[src/rtl/strap_map.vh]
// Constants for the strap decoder and bank address selection.
`ifndef STRAP_LOADER_MAP_VH
`define STRAP_LOADER_MAP_VH

// ----------------------------------------
// Four-level codes
// ----------------------------------------
`define LVL_L0            2'h0
`define LVL_L1            2'h1
`define LVL_L2            2'h2
`define LVL_L3            2'h3

// ----------------------------------------
// Mode strap decode
// ----------------------------------------
`define MODE_PIN_CTRL     2'h0
`define MODE_CONTROLLER   2'h1
`define MODE_TARGET       2'h2
`define MODE_RESERVED     2'h3

// ----------------------------------------
// Target address map
// ----------------------------------------
`define ADDR_BASE         7'h18
`define ADDR_BANK_HI_BIT  0
`define ADDR_W            7

// ----------------------------------------
// Timing
// ----------------------------------------
`define CLK_PERIOD_NS     8
`define SETTLE_TIME_NS    1000
`define SETTLE_CYC        ((`SETTLE_TIME_NS + `CLK_PERIOD_NS - 1) / `CLK_PERIOD_NS)
`define SETTLE_CNT_W      8
`define STABLE_TIME_NS    256
`define STABLE_CYC        ((`STABLE_TIME_NS + `CLK_PERIOD_NS - 1) / `CLK_PERIOD_NS)
`define STABLE_CNT_W      6

// ----------------------------------------
// Loader states, one-hot
// ----------------------------------------
`define ST_W              4
`define ST_WAIT_POR       4'h1
`define ST_SETTLE         4'h2
`define ST_CAPTURE        4'h4
`define ST_LOCKED         4'h8

`endif

[src/rtl/level_resolver.v]
// Resolves one four-level strap pin, seen as a comparator thermometer, into a level code.
`timescale 1ns/1ns
`default_nettype none
`include "strap_map.vh"

module level_resolver (
	// Clock and reset
	input  wire       clk_sys_in,
	input  wire       resetn_in,
	// Comparator thermometer from the pin divider
	input  wire [2:0] thermo_in,
	// Resolved level
	output reg  [1:0] level_out,
	output reg        stable_out
);

	reg  [2:0]                 thermo_meta;
	reg  [2:0]                 thermo_sync;
	reg  [1:0]                 last_code;
	reg  [`STABLE_CNT_W-1:0]   stable_cnt;
	wire [1:0]                 next_code;

	// The code is the count of tripped comparators only for a clean thermometer; any other pattern reads as L0, and a float reads as L3.
	// level decode
	assign next_code = (thermo_sync == 3'h7) ? `LVL_L3 :
	                   (thermo_sync == 3'h3) ? `LVL_L2 :
	                   (thermo_sync == 3'h1) ? `LVL_L1 : `LVL_L0;

	// The pin is asynchronous; the first stage feeds only the second.
	always @(posedge clk_sys_in or negedge resetn_in) begin
		if (!resetn_in) begin
			thermo_meta <= 3'h0;
			thermo_sync <= 3'h0;
		end else begin
			thermo_meta <= thermo_in;
			thermo_sync <= thermo_meta;
		end
	end

	// A level counts as resolved only once it has held for the stable time,
	// which hides the divider's charging edge after power up.
	always @(posedge clk_sys_in or negedge resetn_in) begin
		if (!resetn_in) begin
			last_code  <= `LVL_L0;
			stable_cnt <= {`STABLE_CNT_W{1'b0}};
			level_out  <= `LVL_L0;
			stable_out <= 1'b0;
		end else if (next_code != last_code) begin
			last_code  <= next_code;
			stable_cnt <= {`STABLE_CNT_W{1'b0}};
			stable_out <= 1'b0;
		end else if ({{(32-`STABLE_CNT_W){1'b0}}, stable_cnt} == `STABLE_CYC) begin
			level_out  <= last_code;
			stable_out <= 1'b1;
		end else begin
			stable_cnt <= stable_cnt + {{(`STABLE_CNT_W-1){1'b0}}, 1'b1};
		end
	end

endmodule // level_resolver

`default_nettype wire

[src/rtl/strap_loader.v]
// Power-up strap loader: operating mode and the two bank target addresses.
`timescale 1ns/1ns
`default_nettype none
`include "strap_map.vh"


module strap_loader (
	// Clock and reset
	input  wire                clk_sys_in,
	input  wire                resetn_in,
	// Internal power-on reset, high once released
	input  wire                por_done_in,
	// Strap comparator thermometers
	input  wire [2:0]          mode_strap_in,
	input  wire [2:0]          address_strap_upper_in,
	input  wire [2:0]          address_strap_lower_in,
	// Seven-bit address from the SMBus target engine
	input  wire                addr_valid_in,
	input  wire [`ADDR_W-1:0]  addr_in,
	// Mode outputs
	output reg  [1:0]          mode_code_out,
	output reg                 mode_pin_ctrl_out,
	output reg                 mode_controller_out,
	output reg                 mode_target_out,
	output reg                 mode_reserved_out,
	// Bank addresses
	output reg  [`ADDR_W-1:0]  low_bank_addr_out,
	output reg  [`ADDR_W-1:0]  high_bank_addr_out,
	output reg                 straps_valid_out,
	// Address match
	output reg                 addr_hit_out,
	output reg                 addr_bank_out
);

	// ----------------------------------------
	// Strap resolvers
	// ----------------------------------------
	wire [8:0]                 thermo_all;
	wire [5:0]                 level_all;
	wire [2:0]                 stable_all;

	assign thermo_all = {address_strap_lower_in, address_strap_upper_in, mode_strap_in};

	// One resolver per strap pin.
	// Each resolver filters its own pin; the loader waits for all three.
	genvar g;
	generate
		for (g = 0; g < 3; g = g + 1) begin : g_strap
			level_resolver u_res (
				.clk_sys_in (clk_sys_in),
				.resetn_in  (resetn_in),
				.thermo_in  (thermo_all[3*g+2:3*g]),
				.level_out  (level_all[2*g+1:2*g]),
				.stable_out (stable_all[g])
			);
		end
	endgenerate

	// ----------------------------------------
	// Power-on reset synchroniser
	// ----------------------------------------
	reg                        por_meta;
	reg                        por_sync;

	// The power-on reset indicator comes from the supply supervisor, not from
	// this clock, so it is treated like a pin.
	// The first stage is read by the second and nothing else.
	always @(posedge clk_sys_in or negedge resetn_in) begin
		if (!resetn_in) begin
			por_meta <= 1'b0;
			por_sync <= 1'b0;
		end else begin
			por_meta <= por_done_in;
			por_sync <= por_meta;
		end
	end

	// ----------------------------------------
	// Loader state machine
	// ----------------------------------------
	reg  [`ST_W-1:0]           state;
	reg  [`ST_W-1:0]           next_state;
	reg  [`SETTLE_CNT_W-1:0]   settle_cnt;
	wire                       settle_done;

	// The counter is widened to the 32 bits of the cycle count, so the compare
	// stays exact for any settle time that fits the counter.
	assign settle_done = ({{(32-`SETTLE_CNT_W){1'b0}}, settle_cnt} == `SETTLE_CYC);

	// A power-on reset that drops during the settle time sends the loader back
	// to waiting, so a supply glitch cannot capture half-charged straps.
	// Sampling waits for the power-on reset, then a settle time, then all
	// resolvers stable. Once locked nothing leaves except a reset.
	always @* begin
		next_state = state;
		case (state)
			`ST_WAIT_POR: begin
				if (por_sync)
					next_state = `ST_SETTLE;
			end
			`ST_SETTLE: begin
				if (!por_sync)
					next_state = `ST_WAIT_POR;
				else if (settle_done && (&stable_all))
					next_state = `ST_CAPTURE;
			end
			`ST_CAPTURE: begin
				next_state = `ST_LOCKED;
			end
			`ST_LOCKED: begin
				next_state = `ST_LOCKED;
			end
			default: begin
				next_state = `ST_WAIT_POR;
			end
		endcase
	end

	// State register and settle counter.
	always @(posedge clk_sys_in or negedge resetn_in) begin
		if (!resetn_in) begin
			state      <= `ST_WAIT_POR;
			settle_cnt <= {`SETTLE_CNT_W{1'b0}};
		end else begin
			state <= next_state;
			if (state != `ST_SETTLE)
				settle_cnt <= {`SETTLE_CNT_W{1'b0}};
			else if (!settle_done)
				settle_cnt <= settle_cnt + {{(`SETTLE_CNT_W-1){1'b0}}, 1'b1};
		end
	end

	// ----------------------------------------
	// Address computation
	// ----------------------------------------
	wire [1:0]                 mode_lvl;
	wire [1:0]                 upper_lvl;
	wire [1:0]                 lower_lvl;
	wire [`ADDR_W-1:0]         next_low_addr;

	assign mode_lvl  = level_all[1:0];
	assign upper_lvl = level_all[3:2];
	assign lower_lvl = level_all[5:4];

	// The sum never carries past bit 5: the largest low address is the base
	// plus thirty, which still leaves the high bank inside the map.
	// Upper level lands in bits 4:3 and lower level in bits 2:1.
	// address formula
	assign next_low_addr = `ADDR_BASE + {2'h0, upper_lvl, lower_lvl, 1'b0};

	// ----------------------------------------
	// Captured configuration
	// ----------------------------------------
	// Before capture the mode flags read all zero, which downstream logic takes
	// as no mode selected yet rather than as pin control.
	// Captured once in the capture state; later strap motion is ignored,
	// so a bumped resistor cannot move the device on the bus mid-run.
	always @(posedge clk_sys_in or negedge resetn_in) begin
		if (!resetn_in) begin
			mode_code_out       <= `MODE_PIN_CTRL;
			mode_pin_ctrl_out   <= 1'b0;
			mode_controller_out <= 1'b0;
			mode_target_out     <= 1'b0;
			mode_reserved_out   <= 1'b0;
			low_bank_addr_out   <= `ADDR_BASE;
			high_bank_addr_out  <= `ADDR_BASE;
			straps_valid_out    <= 1'b0;
		end else if (state == `ST_CAPTURE) begin
			mode_code_out       <= mode_lvl;
			mode_pin_ctrl_out   <= (mode_lvl == `MODE_PIN_CTRL);
			mode_controller_out <= (mode_lvl == `MODE_CONTROLLER);
			mode_target_out     <= (mode_lvl == `MODE_TARGET);
			mode_reserved_out   <= (mode_lvl == `MODE_RESERVED);
			low_bank_addr_out   <= next_low_addr;
			// The low address is always even, so setting bit 0 adds one.
			high_bank_addr_out  <= next_low_addr | {{(`ADDR_W-1){1'b0}}, 1'b1};
			straps_valid_out    <= 1'b1;
		end
	end

	// ----------------------------------------
	// Target address match
	// ----------------------------------------
	// The engine offers one address per valid pulse; an offer in the next
	// cycle gets its own answer, so back-to-back offers need no spacing.
	// The bank flag keeps its value between hits for the register decoder.
	// A hit is a one-cycle pulse naming the bank; addresses are answered only
	// in target mode after capture, since before then they are not yet known.
	always @(posedge clk_sys_in or negedge resetn_in) begin
		if (!resetn_in) begin
			addr_hit_out  <= 1'b0;
			addr_bank_out <= 1'b0;
		end else begin
			addr_hit_out <= 1'b0;
			if (addr_valid_in && straps_valid_out && mode_target_out) begin
				if (addr_in == low_bank_addr_out) begin
					addr_hit_out  <= 1'b1;
					addr_bank_out <= 1'b0;
				end else if (addr_in == high_bank_addr_out) begin
					addr_hit_out  <= 1'b1;
					addr_bank_out <= 1'b1;
				end
			end
		end
	end

endmodule // strap_loader

`default_nettype wire

[config.mk]
export PLATFORM = sky130hd
export DESIGN_NAME = strap_loader
export DESIGN_NICKNAME = d
export VERILOG_FILES = /design/src/rtl/level_resolver.v /design/src/rtl/strap_loader.v
export VERILOG_INCLUDE_DIRS = /design/src /design/src/rtl
export SDC_FILE = /design/constraint.sdc
export NUM_CORES = 1
export LEC_CHECK = 0
export BUFFER_PORTS_ARGS = -buffer_cell sky130_fd_sc_hd__buf_2
export CORE_MARGIN = 2
export CORE_UTILIZATION = 57
export DETAILED_ROUTE_END_ITERATION = 16
export PLACE_DENSITY_LB_ADDON = 0.12
export SLEW_MARGIN = 20
export SYNTH_ARGS = -nofsm -noshare
export SYNTH_HDL_FRONTEND = slang
export SYNTH_SLANG_ARGS = --single-unit
[constraint.sdc]
create_clock -name clk_sys_in -period 2.45 [get_ports clk_sys_in]
set_input_delay 0.1225 -clock clk_sys_in [delete_from_list [all_inputs] [get_ports clk_sys_in]]
set_output_delay 0.1225 -clock clk_sys_in [all_outputs]
set_load 0.05 [all_outputs]
==> results of run 1 <==
state kept, by name, indices dropped and copies added, names as in the netlist, 4 cells and up:
name and cells:
state 4, settle_cnt 8, g_strap.u_res.level_out 6, g_strap.u_res.stable_cnt 18, g_strap.u_res.thermo_meta 9, g_strap.u_res.thermo_sync 9
high_bank_addr_out 5, g_strap.u_res.last_code 6
worst max-delay path, cell delays in order, from the launching register on:
cell      delay [ns]
dfrtp_1         0.42
or3_1           0.40
a21oi_1         0.28
a211oi_4        0.11
nor2b_2         0.18
mux2_1          0.33
power by group:
group	internal [W]	leakage, nW	switching, W
clock network	0.000701	0.122	0.000462
registers	0.00135	1.03	0.0000448
logic	0.0000872	0.695	0.000105
cells in the final DEF, fill, tap and decap left out, drive strengths merged, types with 10 or more instances in the layout:
| cell type | count |
|---|---|
| inv | 11 |
| nor2 | 30 |
| buf | 42 |
| xnor2 | 17 |
| dfrtp | 76 |
| nand2b | 13 |
| nand3 | 11 |
| mux2 | 12 |
| nand2 | 19 |
| clkbuf | 10 |
| dlygate4sd3 | 12 |
final cells by class:
cell class / count / share of cell area [%]
flip-flops and latches: 79 / 49.6
multi-input cells: 187 / 31.9
repair buffers: 54 / 9.03
clock buffers: 10 / 3.45
clock inverters: 6 / 2.70
well taps: 72 / 2.26
inverters: 11 / 1.03
repair_timing:
| item | in CTS | in global routing |
|---|---|---|
| hold endpoints to repair | 87 | 0 |
| hold buffers | 12 | 0 |
| buffers inserted | 0 | 0 |
path summary, 6_finish.rpt:
path	start	end	depth (start not counted)
max	g_strap[1].u_res.last_code[1]$_DFFE_PN0P_	g_strap[1].u_res.level_out[0]$_DFFE_PN0P_	5
min reg2reg	g_strap[1].u_res.thermo_meta[1]$_DFF_PN0_	g_strap[1].u_res.thermo_sync[1]$_DFF_PN0_	0
max reg2reg	g_strap[1].u_res.last_code[1]$_DFFE_PN0P_	g_strap[1].u_res.level_out[0]$_DFFE_PN0P_	5
min in group asynchronous	resetn_in	g_strap[2].u_res.stable_cnt[4]$_DFFE_PN0P_	2
min	addr_in[6]	addr_hit_out$_DFF_PN0_	3
max in group asynchronous	resetn_in	high_bank_addr_out[3]$_DFFE_PN1N_	3
routing by layer:
layer / global-route usage, % / vias up
met5: 0 / -
met4: 7.80 / 0
met3: 6.78 / 7
met2: 33.2 / 40
met1: 24.8 / 1093
li1: - / 1078
through the flow:
step / power, W / hold WS, ns / cells / util [%] / setup slack [ns]
after floorplan: 0.00153 / -0.173 / 289 / - / 0.731
after global placement: 0.00158 / 0.230 / 390 / 64.2 / 0.685
after detailed placement: 0.00160 / 0.232 / 390 / 64.2 / 0.647
after CTS: 0.00277 / 0.0789 / 418 / 70.7 / 0.616
after global routing: 0.00288 / 0.0920 / 419 / 71.2 / 0.548
final: 0.00275 / 0.0947 / 419 / 71.2 / 0.616
cell families (layout without fill, tap and decap cells):
family | Yosys count | after routing | share of synthesized area, %
adder cells (fa/ha/maj) | 9 | 9 | 3.34
multiplexers | 15 | 15 | 5.13
other | 1 | 3 | 0.111
XOR/XNOR | 26 | 26 | 6.76
buffers and inverters | 23 | 81 | 3.60
flip-flops | 79 | 79 | 58.8
AND/OR/NAND/NOR | 108 | 108 | 16.9
AO/OA/AOI/OAI | 26 | 26 | 5.39
==> summary.txt, run 1 <==
Status
  • Status: finished, final reports clean

Die
  • Boundary pin count: 43
  • DIE HEIGHT: 80.9 um
  • Die W: 80.9 um
  • Core Area: 5610 um2
  • Initial Util: 60.1%
  • Die Footprint: 6540 um2
  • Row Count: 27

Route
  • Total number of vias: 2218
  • Post-DRT Antenna Nets: 0
  • DRC Markers: 0
  • Met3 WL: 260 um
  • WL/cell: 13.9 um
  • Met1 WL: 2630 um
  • Detailed-router iteration count before antenna repair: 4
  • DR top layer: met4
  • Drt via density: 5.29
  • Initial drt markers: 76
  • WL met2: 2850 um
  • DRT Wirelength: 5810 um

Yosys
  • Top FF cell, synth: dfrtp_1
  • Cells after synthesis: 287
  • Synthesized area per cell: 11.7 um2
  • Post-synth ARST share: 100%
  • Post-synth EDFFs: 0
  • Post-Syn Area: 3370 um2
  • Count leader, synth: dfrtp_1
  • Synth area leaders: dfrtp_1 56%, xnor2_1 4.4%, ha_1 3.3%, nor2_1 3.3%, mux2_1 3.0%
  • Synth area leader: dfrtp_1
  • Unique masters post-synth: 44
  • Seq/Total Area, Yosys: 58.8%
  • Synth top area share: 56.5%
  • Commonest cells post-synth: 76 x dfrtp_1, 30 x nor2_1, 19 x nand2_1
  • #FFs+latches synth: 79
  • Syn. warnings: 0

Run
  • Max cap viols: 0

Clock tree
  • Clk Latency, worst-skew pair: 0.35 ns
  • Root Buffer: clkbuf_8
  • Post-cts sizing count: 0
  • Clk sink count: 79
  • Clock Pin Slew Worst Setup and Hold Paths: 0.08 ns
  • Clk buf depth: 2
  • Clock tree from TritonCTS: yes
  • H-tree depth: 3
  • CTS Buf Count: 9

Layout
  • Post-route cell area: 3990 um2
  • Antenna cells: 0
  • Area of the multi-input gates: 1270 um2
  • Fin nets: 371
  • Area Overhead vs Synth: 18.5%
  • Share of post-route cells with drive strength above 1: 20.5%
  • Register area: 1980 um2
  • Fillcell total: 386

Timing
  • Crit share post-route: 74.8%
  • Worst Skew: 0.00788 ns
  • Final hold violation count: 0
  • Pins Over Slew Limit: 0
  • RSZ-0062 raised after global routing: false
  • Slew margin rel.: 60.6%
  • Count of final setup violators: 0
  • Worst-Margin Slew: 0.591 ns
  • FMAX: 0.545 GHz
  • Final setup TNS: 0 ns
  • Period minus WS final: 1.83 ns

Global routing
  • Initial antenna violation count: 0
  • Vias in the first global route: 2221
  • All-layer global routing usage: 20.2%
  • Total grt overflow: 0
  • Largest net degree at the start of global routing: 80
  • Global-route wire length before repair: 9820 um

Pwr
  • Pwr/cell area: 689 nW/um2
  • VDD IR max: 0.000586 V
  • Pleak: 1.85 nW

Placed design
  • Placed cell area: 3600 um2
  • DPL Wire Length: 3900 um
  • IO Port Bufs: 39
  • GP Congestion: 0.747

Hold path
  • Worst min path class: in -> reg

Setup path
  • CP startpoint kind: register
  • R2R setup slack: 0.62 ns
  • CP required: 2.68 ns
  • Crit Path Class: reg -> reg
  • Worst Path Max Fanout: 8
  • CP Capture Type: register
  • Worst path arrival time: 2.06 ns
(Power assumes the default switching activity.)
==> inputs of run 2 (changes only) <==
--- a/config.mk
+++ b/config.mk
@@ -8,7 +8,7 @@
 export LEC_CHECK = 0
 export BUFFER_PORTS_ARGS = -buffer_cell sky130_fd_sc_hd__buf_2
 export CORE_MARGIN = 2
-export CORE_UTILIZATION = 57
+export CORE_UTILIZATION = 51
 export DETAILED_ROUTE_END_ITERATION = 16
 export PLACE_DENSITY_LB_ADDON = 0.12
 export SLEW_MARGIN = 20
==> constraint.sdc (replaced) <==
create_clock -name clk_sys_in -period 1.66 [get_ports clk_sys_in]
set_input_delay 0.083 -clock clk_sys_in [delete_from_list [all_inputs] [get_ports clk_sys_in]]
set_output_delay 0.083 -clock clk_sys_in [all_outputs]
set_load 0.05 [all_outputs]
==> summary.txt, run 2 (same netlist as run 1, synthesis figures left out) <==
Status
  • Status: finished, final reports clean

Clock tree
  • Clk buf depth: 2
  • Clock Pin Slew Worst Setup and Hold Paths: 0.08 ns
  • H-tree depth: 3
  • Root Buffer: clkbuf_8
  • Clock tree from TritonCTS: yes
  • Clk Latency, worst-skew pair: 0.35 ns
  • Clk sink count: 79
  • CTS Buf Count: 9

Route
  • Total number of vias: 2194
  • Post-DRT Antenna Nets: 0
  • Detailed-router iteration count before antenna repair: 4
  • Drt via density: 5.00
  • Initial drt markers: 70
  • DRC Markers: 0
  • DRT Wirelength: 5690 um
  • WL/cell: 13.0 um

Layout
  • Largest regs: g_strap.u_res.stable_cnt x18, g_strap.u_res.thermo_meta x9, g_strap.u_res.thermo_sync x9
  • Most frequent cells in the layout: 76 x dfrtp_1, 38 x buf_2, 29 x nor2_1
  • Antenna cells: 0
  • Most common cell after layout, fill and taps aside: dfrtp_1
  • Fillcell total: 520
  • Fin nets: 386
  • Most flop-heavy register: g_strap.u_res.stable_cnt
  • Largest register FFs: 18
  • Share of post-route cells with drive strength above 1: 26.8%
  • Area of the multi-input gates: 1350 um2
  • Area Overhead vs Synth: 21.7%
  • Register area: 1980 um2

Timing
  • FMAX: 0.620 GHz
  • Final setup TNS: 0 ns
  • Pins Over Slew Limit: 0
  • Count of final setup violators: 0
  • Crit share post-route: 97.1%
  • Worst Skew: 0.00971 ns
  • Final hold violation count: 0
  • Worst setup margin: 0.0477 ns
  • RSZ-0062 raised after global routing: true
  • Period minus WS final: 1.61 ns

Placed design
  • DPL Wire Length: 3980 um
  • Pre-CTS WS: -0.00559 ns
  • IO Port Bufs: 39
  • GP Congestion: 0.791

Setup path
  • CP startpoint kind: register
  • Crit Path Class: reg -> reg
  • CP required: 1.90 ns
  • Worst path arrival time: 1.85 ns
  • Worst Path Max Fanout: 5
  • CP Capture Type: register

Global routing
  • All-layer global routing usage: 18.0%
  • Global-route wire length before repair: 10000 um
  • Vias in the first global route: 2212
  • Initial antenna violation count: 0
  • Largest net degree at the start of global routing: 42
  • Total grt overflow: 0

Die
  • Row Count: 29
  • Die W: 85.3 um
  • Initial Util: 52.7%
  • Core Area: 6390 um2
  • DIE HEIGHT: 85.3 um
  • Boundary pin count: 43
  • Die Footprint: 7270 um2

Pwr
  • VDD IR max: 0.000748 V
  • Pleak: 1.88 nW
  • Pwr/cell area: 889 nW/um2

Hold path
  • Worst min path class: in -> reg

Run
  • Max cap viols: 0
run 2: cell types whose count changed in the layout (fill, tap and decap cells not counted), sizes merged:
cell,previous run,this run
buf,42,57
bufinv,3,0
clkbuf,10,11
clkinv,2,3
clkinvlp,1,2
run 2: final cells by class:
type                    instances  share of cell area (%)
clock buffers                  11                    3.45
clock inverters                 5                   0.824
inverters                      11                    1.01
multi-input cells             187                    33.0
flip-flops and latches         79                    48.3
well taps                      77                    2.35
repair buffers                 69                    11.1
run 2: power by group:
part | internal [W] | total, W | leakage [nW] | switching, W
logic | 0.000167 | 0.000345 | 0.764 | 0.000179
clock network | 0.000581 | 0.00125 | 0.0853 | 0.000671
registers | 0.00199 | 0.00205 | 1.03 | 0.0000544
run 2: per-layer routing:
layer  vias to the layer above  wire length, um  global-route usage (%)
met2                        33             2730                    28.2
li1                       1103                -                       -
met3                         6              226                    6.32
met1                      1052             2650                    23.0
met5                         -                0                       0
met4                         0               87                    6.93
run 2: worst max-delay path, stage by stage, from the launching register on:
cell,delay [ns]
dfrtp_1,0.41
or3_1,0.37
a21oi_2,0.18
a211oi_4,0.05
nor2b_2,0.19
mux2_4,0.31
run 2: stage by stage:
step	power, W	instance area [um2]	hold WS, ns	instances	util (%)
5_1_grt	0.00383	4100	0.0809	439	64.2
6_report	0.00364	4100	0.0615	439	64.2
3_3_place_gp	0.00238	3730	0.0899	409	58.4
4_1_cts	0.00368	4030	0.0601	437	63.1
3_5_place_dp	0.00239	3730	0.0939	409	58.4
2_1_floorplan	0.00225	3390	-0.213	289	-
run 2: timing repair:
action,CTS,global route
endpoints found under the hold margin,48,0
setup endpoints to repair,2,7
hold buffers,12,0
pin swaps,0,3
resized for setup,2,12
setup buffers,0,2
run 2: path summary, 6_finish.rpt:
| kind | from | end | slack, ns | depth (start not counted) |
|---|---|---|---|---|
| setup / recovery | g_strap[1].u_res.thermo_sync[1]$_DFF_PN0_ | g_strap[1].u_res.level_out[0]$_DFFE_PN0P_ | 0.05 | 5 |
| hold / removal | addr_in[4] | addr_hit_out$_DFF_PN0_ | 0.06 | 4 |
| setup reg to reg | g_strap[1].u_res.thermo_sync[1]$_DFF_PN0_ | g_strap[1].u_res.level_out[0]$_DFFE_PN0P_ | 0.05 | 5 |
| hold reg to reg | por_meta$_DFF_PN0_ | por_sync$_DFF_PN0_ | 0.35 | 0 |
| max in group asynchronous | resetn_in | high_bank_addr_out[4]$_DFFE_PN1N_ | 0.80 | 3 |
| min in group asynchronous | resetn_in | g_strap[2].u_res.stable_out$_DFFE_PN0P_ | 0.24 | 2 |
==> inputs of run 3 (changes only) <==
--- a/config.mk
+++ b/config.mk
@@ -7,11 +7,11 @@
 export NUM_CORES = 1
 export LEC_CHECK = 0
 export BUFFER_PORTS_ARGS = -buffer_cell sky130_fd_sc_hd__buf_2
-export CORE_MARGIN = 2
-export CORE_UTILIZATION = 51
+export CORE_UTILIZATION = 52
 export DETAILED_ROUTE_END_ITERATION = 16
 export PLACE_DENSITY_LB_ADDON = 0.12
 export SLEW_MARGIN = 20
 export SYNTH_ARGS = -nofsm -noshare
 export SYNTH_HDL_FRONTEND = slang
+export SYNTH_HIERARCHICAL = 1
 export SYNTH_SLANG_ARGS = --single-unit
==> summary.txt, run 3 <==
Status
  • Status: finished, final reports clean

Timing
  • Worst Skew: 0.00666 ns
  • Final setup TNS: 0 ns
  • Slew margin rel.: 64.9%
  • Final hold violation count: 0
  • RSZ-0062 raised after global routing: false
  • Worst-Margin Slew: 0.524 ns
  • Count of final setup violators: 0
  • FMAX: 0.639 GHz
  • Pins Over Slew Limit: 0
  • Min Hold Slack: 0.0182 ns
  • Period minus WS final: 1.56 ns
  • Crit share post-route: 94.3%

Clock tree
  • Clock tree from TritonCTS: yes
  • Clk buf depth: 2
  • Root Buffer: clkbuf_8
  • H-tree depth: 3
  • Clk Latency, worst-skew pair: 0.33 ns
  • CTS Buf Count: 9
  • Clock Pin Slew Worst Setup and Hold Paths: 0.08 ns
  • # Post-CTS Setup Buffers: 0
  • Clk sink count: 79

Setup path
  • Worst Path Max Fanout: 19
  • R2R Path Start: state[1]$_DFFE_PN0P_
  • Crit path cell chain: or4b_1, buf_12, mux2_4
  • R2R setup slack: 0.1 ns
  • CP max stage cell: or4b_1
  • CP startpoint kind: register
  • Worst path arrival time: 1.78 ns
  • Crit Path Class: reg -> reg
  • R2r endpoint: mode_code_out[1]$_DFFE_PN0N_
  • CP Capture Type: register
  • CP bufs+invs: 1
  • Largest stage delay on the critical path: 0.58 ns
  • R2r worst-path depth: 3
  • CP required: 1.88 ns
  • CP delay by family, top: simple AND/OR/NAND/NOR gates

Die
  • DIE HEIGHT: 83.0 um
  • Core Area: 6350 um2
  • Die W: 83.0 um
  • Die Footprint: 6880 um2
  • Boundary pin count: 43
  • Row Count: 29
  • Initial Util: 53.7%

Yosys
  • Unique masters post-synth: 45
  • Synth top area share: 55.8%
  • Synth area leaders: dfrtp_1 56%, xnor2_1 4.1%, ha_1 3.3%, nor2_1 3.3%, xor2_1 2.8%
  • Synth area leader: dfrtp_1
  • Post-synth ARST share: 100%
  • Commonest cells post-synth: 76 x dfrtp_1, 30 x nor2_1, 19 x nand2_1
  • Top FF cell, synth: dfrtp_1
  • Multiplexer area fraction after synthesis: 5.25%
  • Main combinational cell family by area after synthesis: simple AND/OR/NAND/NOR gates
  • #FFs+latches synth: 79
  • Synth Area in XOR/XNOR: 6.94%
  • Synthesized area per cell: 12.0 um2
  • Post-synth EDFFs: 0
  • Cells after synthesis: 283
  • Syn. warnings: 6
  • Adder-cell share of the synthesized area: 3.30%
  • Compound-Gate Fraction of Synth Area: 6.61%
  • Post-Syn Area: 3410 um2
  • Seq/Total Area, Yosys: 58.1%
  • Post-Synth Simple-Gate Area: 15.3%
  • Count leader, synth: dfrtp_1

Placed design
  • IO Port Bufs: 39
  • DPL Wire Length: 3730 um
  • Placed cell area: 3690 um2
  • Placed Cells incl. Taps: 396
  • GP Congestion: 0.776

Layout
  • Share of post-route cells with drive strength above 1: 23.1%
  • Antenna cells: 0
  • Area Overhead vs Synth: 17.7%
  • Largest register FFs: 18
  • Fin nets: 371
  • Most flop-heavy register: g_strap.u_res/stable_cnt
  • Post-route cell area: 4010 um2
  • Most common cell after layout, fill and taps aside: dfrtp_1
  • Largest regs: g_strap.u_res/stable_cnt x18, g_strap.u_res/thermo_meta x9, g_strap.u_res/thermo_sync x9
  • Most frequent cells in the layout: 76 x dfrtp_1, 38 x buf_2, 30 x nor2_1
  • Final Non-Filler Cells: 424

Pwr
  • Sw Pwr: 0.000845 W
  • Clock power share: 37.1%
  • Sw frac: 22.8%
  • Internal power: 0.00285 W
  • VDD IR max: 0.000603 V
  • Flop pwr share: 55.3%
  • Total power: 0.00370 W
  • Comb pwr share: 7.6%
  • Pwr/cell area: 922 nW/um2
  • Pleak: 1.91 nW

Route
  • DRT Wirelength: 5260 um
  • WL/cell: 12.4 um
  • Drt via density: 5.03
  • DRC Markers: 0
  • Detailed-router iteration count before antenna repair: 4
  • Total number of vias: 2133
  • Initial drt markers: 115
  • Post-DRT Antenna Nets: 0

Global routing
  • Initial antenna violation count: 0
  • Largest net degree at the start of global routing: 32
  • All-layer global routing usage: 17.4%
  • Total grt overflow: 0
  • Global-route wire length before repair: 9400 um
  • Vias in the first global route: 2097

Hold path
  • Hold Crit Endpoint: addr_hit_out$_DFF_PN0_
  • Worst min path class: in -> reg
  • Hold path depth: 3
  • Min-delay src: addr_in[6]

Run
  • Max cap viols: 0
[run 3: cell types whose count changed after synthesis, sizes merged, moves of 3 or more]
| cell | before | now |
|---|---|---|
| o32ai | 0 | 3 |
| nor4b | 3 | 0 |
| a21boi | 0 | 3 |
| nand2b | 13 | 3 |
| or4b | 0 | 3 |
| or2b | 0 | 3 |
| or2 | 0 | 3 |
[run 3: worst max-delay path by stage]
stage / startpoint / end / slack [ns] / depth (start not counted)
floorplan: high_bank_addr_out[4]$_DFFE_PN1N_ / addr_bank_out$_DFFE_PN0P_ / 0.06 / 4
global placement: state[1]$_DFFE_PN0P_ / high_bank_addr_out[1]$_DFFE_PN0N_ / 0.12 / 3
detailed placement: state[1]$_DFFE_PN0P_ / mode_code_out[0]$_DFFE_PN0N_ / 0.10 / 3
CTS: state[1]$_DFFE_PN0P_ / mode_code_out[1]$_DFFE_PN0N_ / 0.1 / 3
global route: g_strap[2].u_res/thermo_sync[1]$_DFF_PN0_ / g_strap[2].u_res/level_out[1]$_DFFE_PN0P_ / 0.03 / 4
finish: state[1]$_DFFE_PN0P_ / mode_code_out[1]$_DFFE_PN0N_ / 0.1 / 3
[run 3: cell families (layout without fill, tap and decap cells)]
kind of cell / after synthesis / in the layout
simple gates: 99 / 99
fa+ha+maj: 9 / 9
compound gates: 29 / 29
other cells: 1 / 3
xor+xnor: 27 / 27
mux: 15 / 15
buf+inv: 24 / 86
flops: 79 / 79
[run 3: metal layers]
| layer | track usage [%] | vias up | routed length (um) |
|---|---|---|---|
| met3 | 3.68 | 8 | 173 |
| met2 | 26.9 | 44 | 2370 |
| met4 | 8.93 | 0 | 100 |
| met5 | 0 | - | 0 |
| met1 | 23.2 | 1009 | 2620 |
| li1 | - | 1072 | - |
[run 3: cell type report]
type / instances / area (um2)
repair buffers: 60 / 410
clock buffers: 13 / 149
fillers: 518 / 2340
well taps: 77 / 96.3
multi-input cells: 182 / 1300
flip-flops and latches: 79 / 1980
clock inverters: 3 / 42.5
inverters: 10 / 37.5
[run 3: stage by stage]
step,utilization (%),setup WS [ns]
after floorplan,-,0.0631
after global placement,58.1,0.121
after detailed placement,58.1,0.101
after CTS,63.1,0.0950
after global routing,63.2,0.0315
final,63.2,0.0952
[run 3: power groups by stage]
stage / clock network [W] / logic (W) / registers [W]
after floorplan: 0 / 0.000165 / 0.00207
after global placement: 0 / 0.000256 / 0.00208
after detailed placement: 0 / 0.000260 / 0.00208
after CTS: 0.00142 / 0.000284 / 0.00205
after global routing: 0.00150 / 0.000321 / 0.00206
final: 0.00137 / 0.000279 / 0.00205
[run 3: worst min-delay path: cells and delay by family]
family / cells / cell delay, ns
buf+inv: 1 / 0.07
simple gates: 2 / 0.17
[run 3: timing repair]
| action | in CTS | in global routing |
|---|---|---|
| hold buffers | 12 | 0 |
| endpoints found under the setup margin | 0 | 2 |
| resized for setup | 0 | 2 |
| hold endpoints to repair | 39 | 0 |
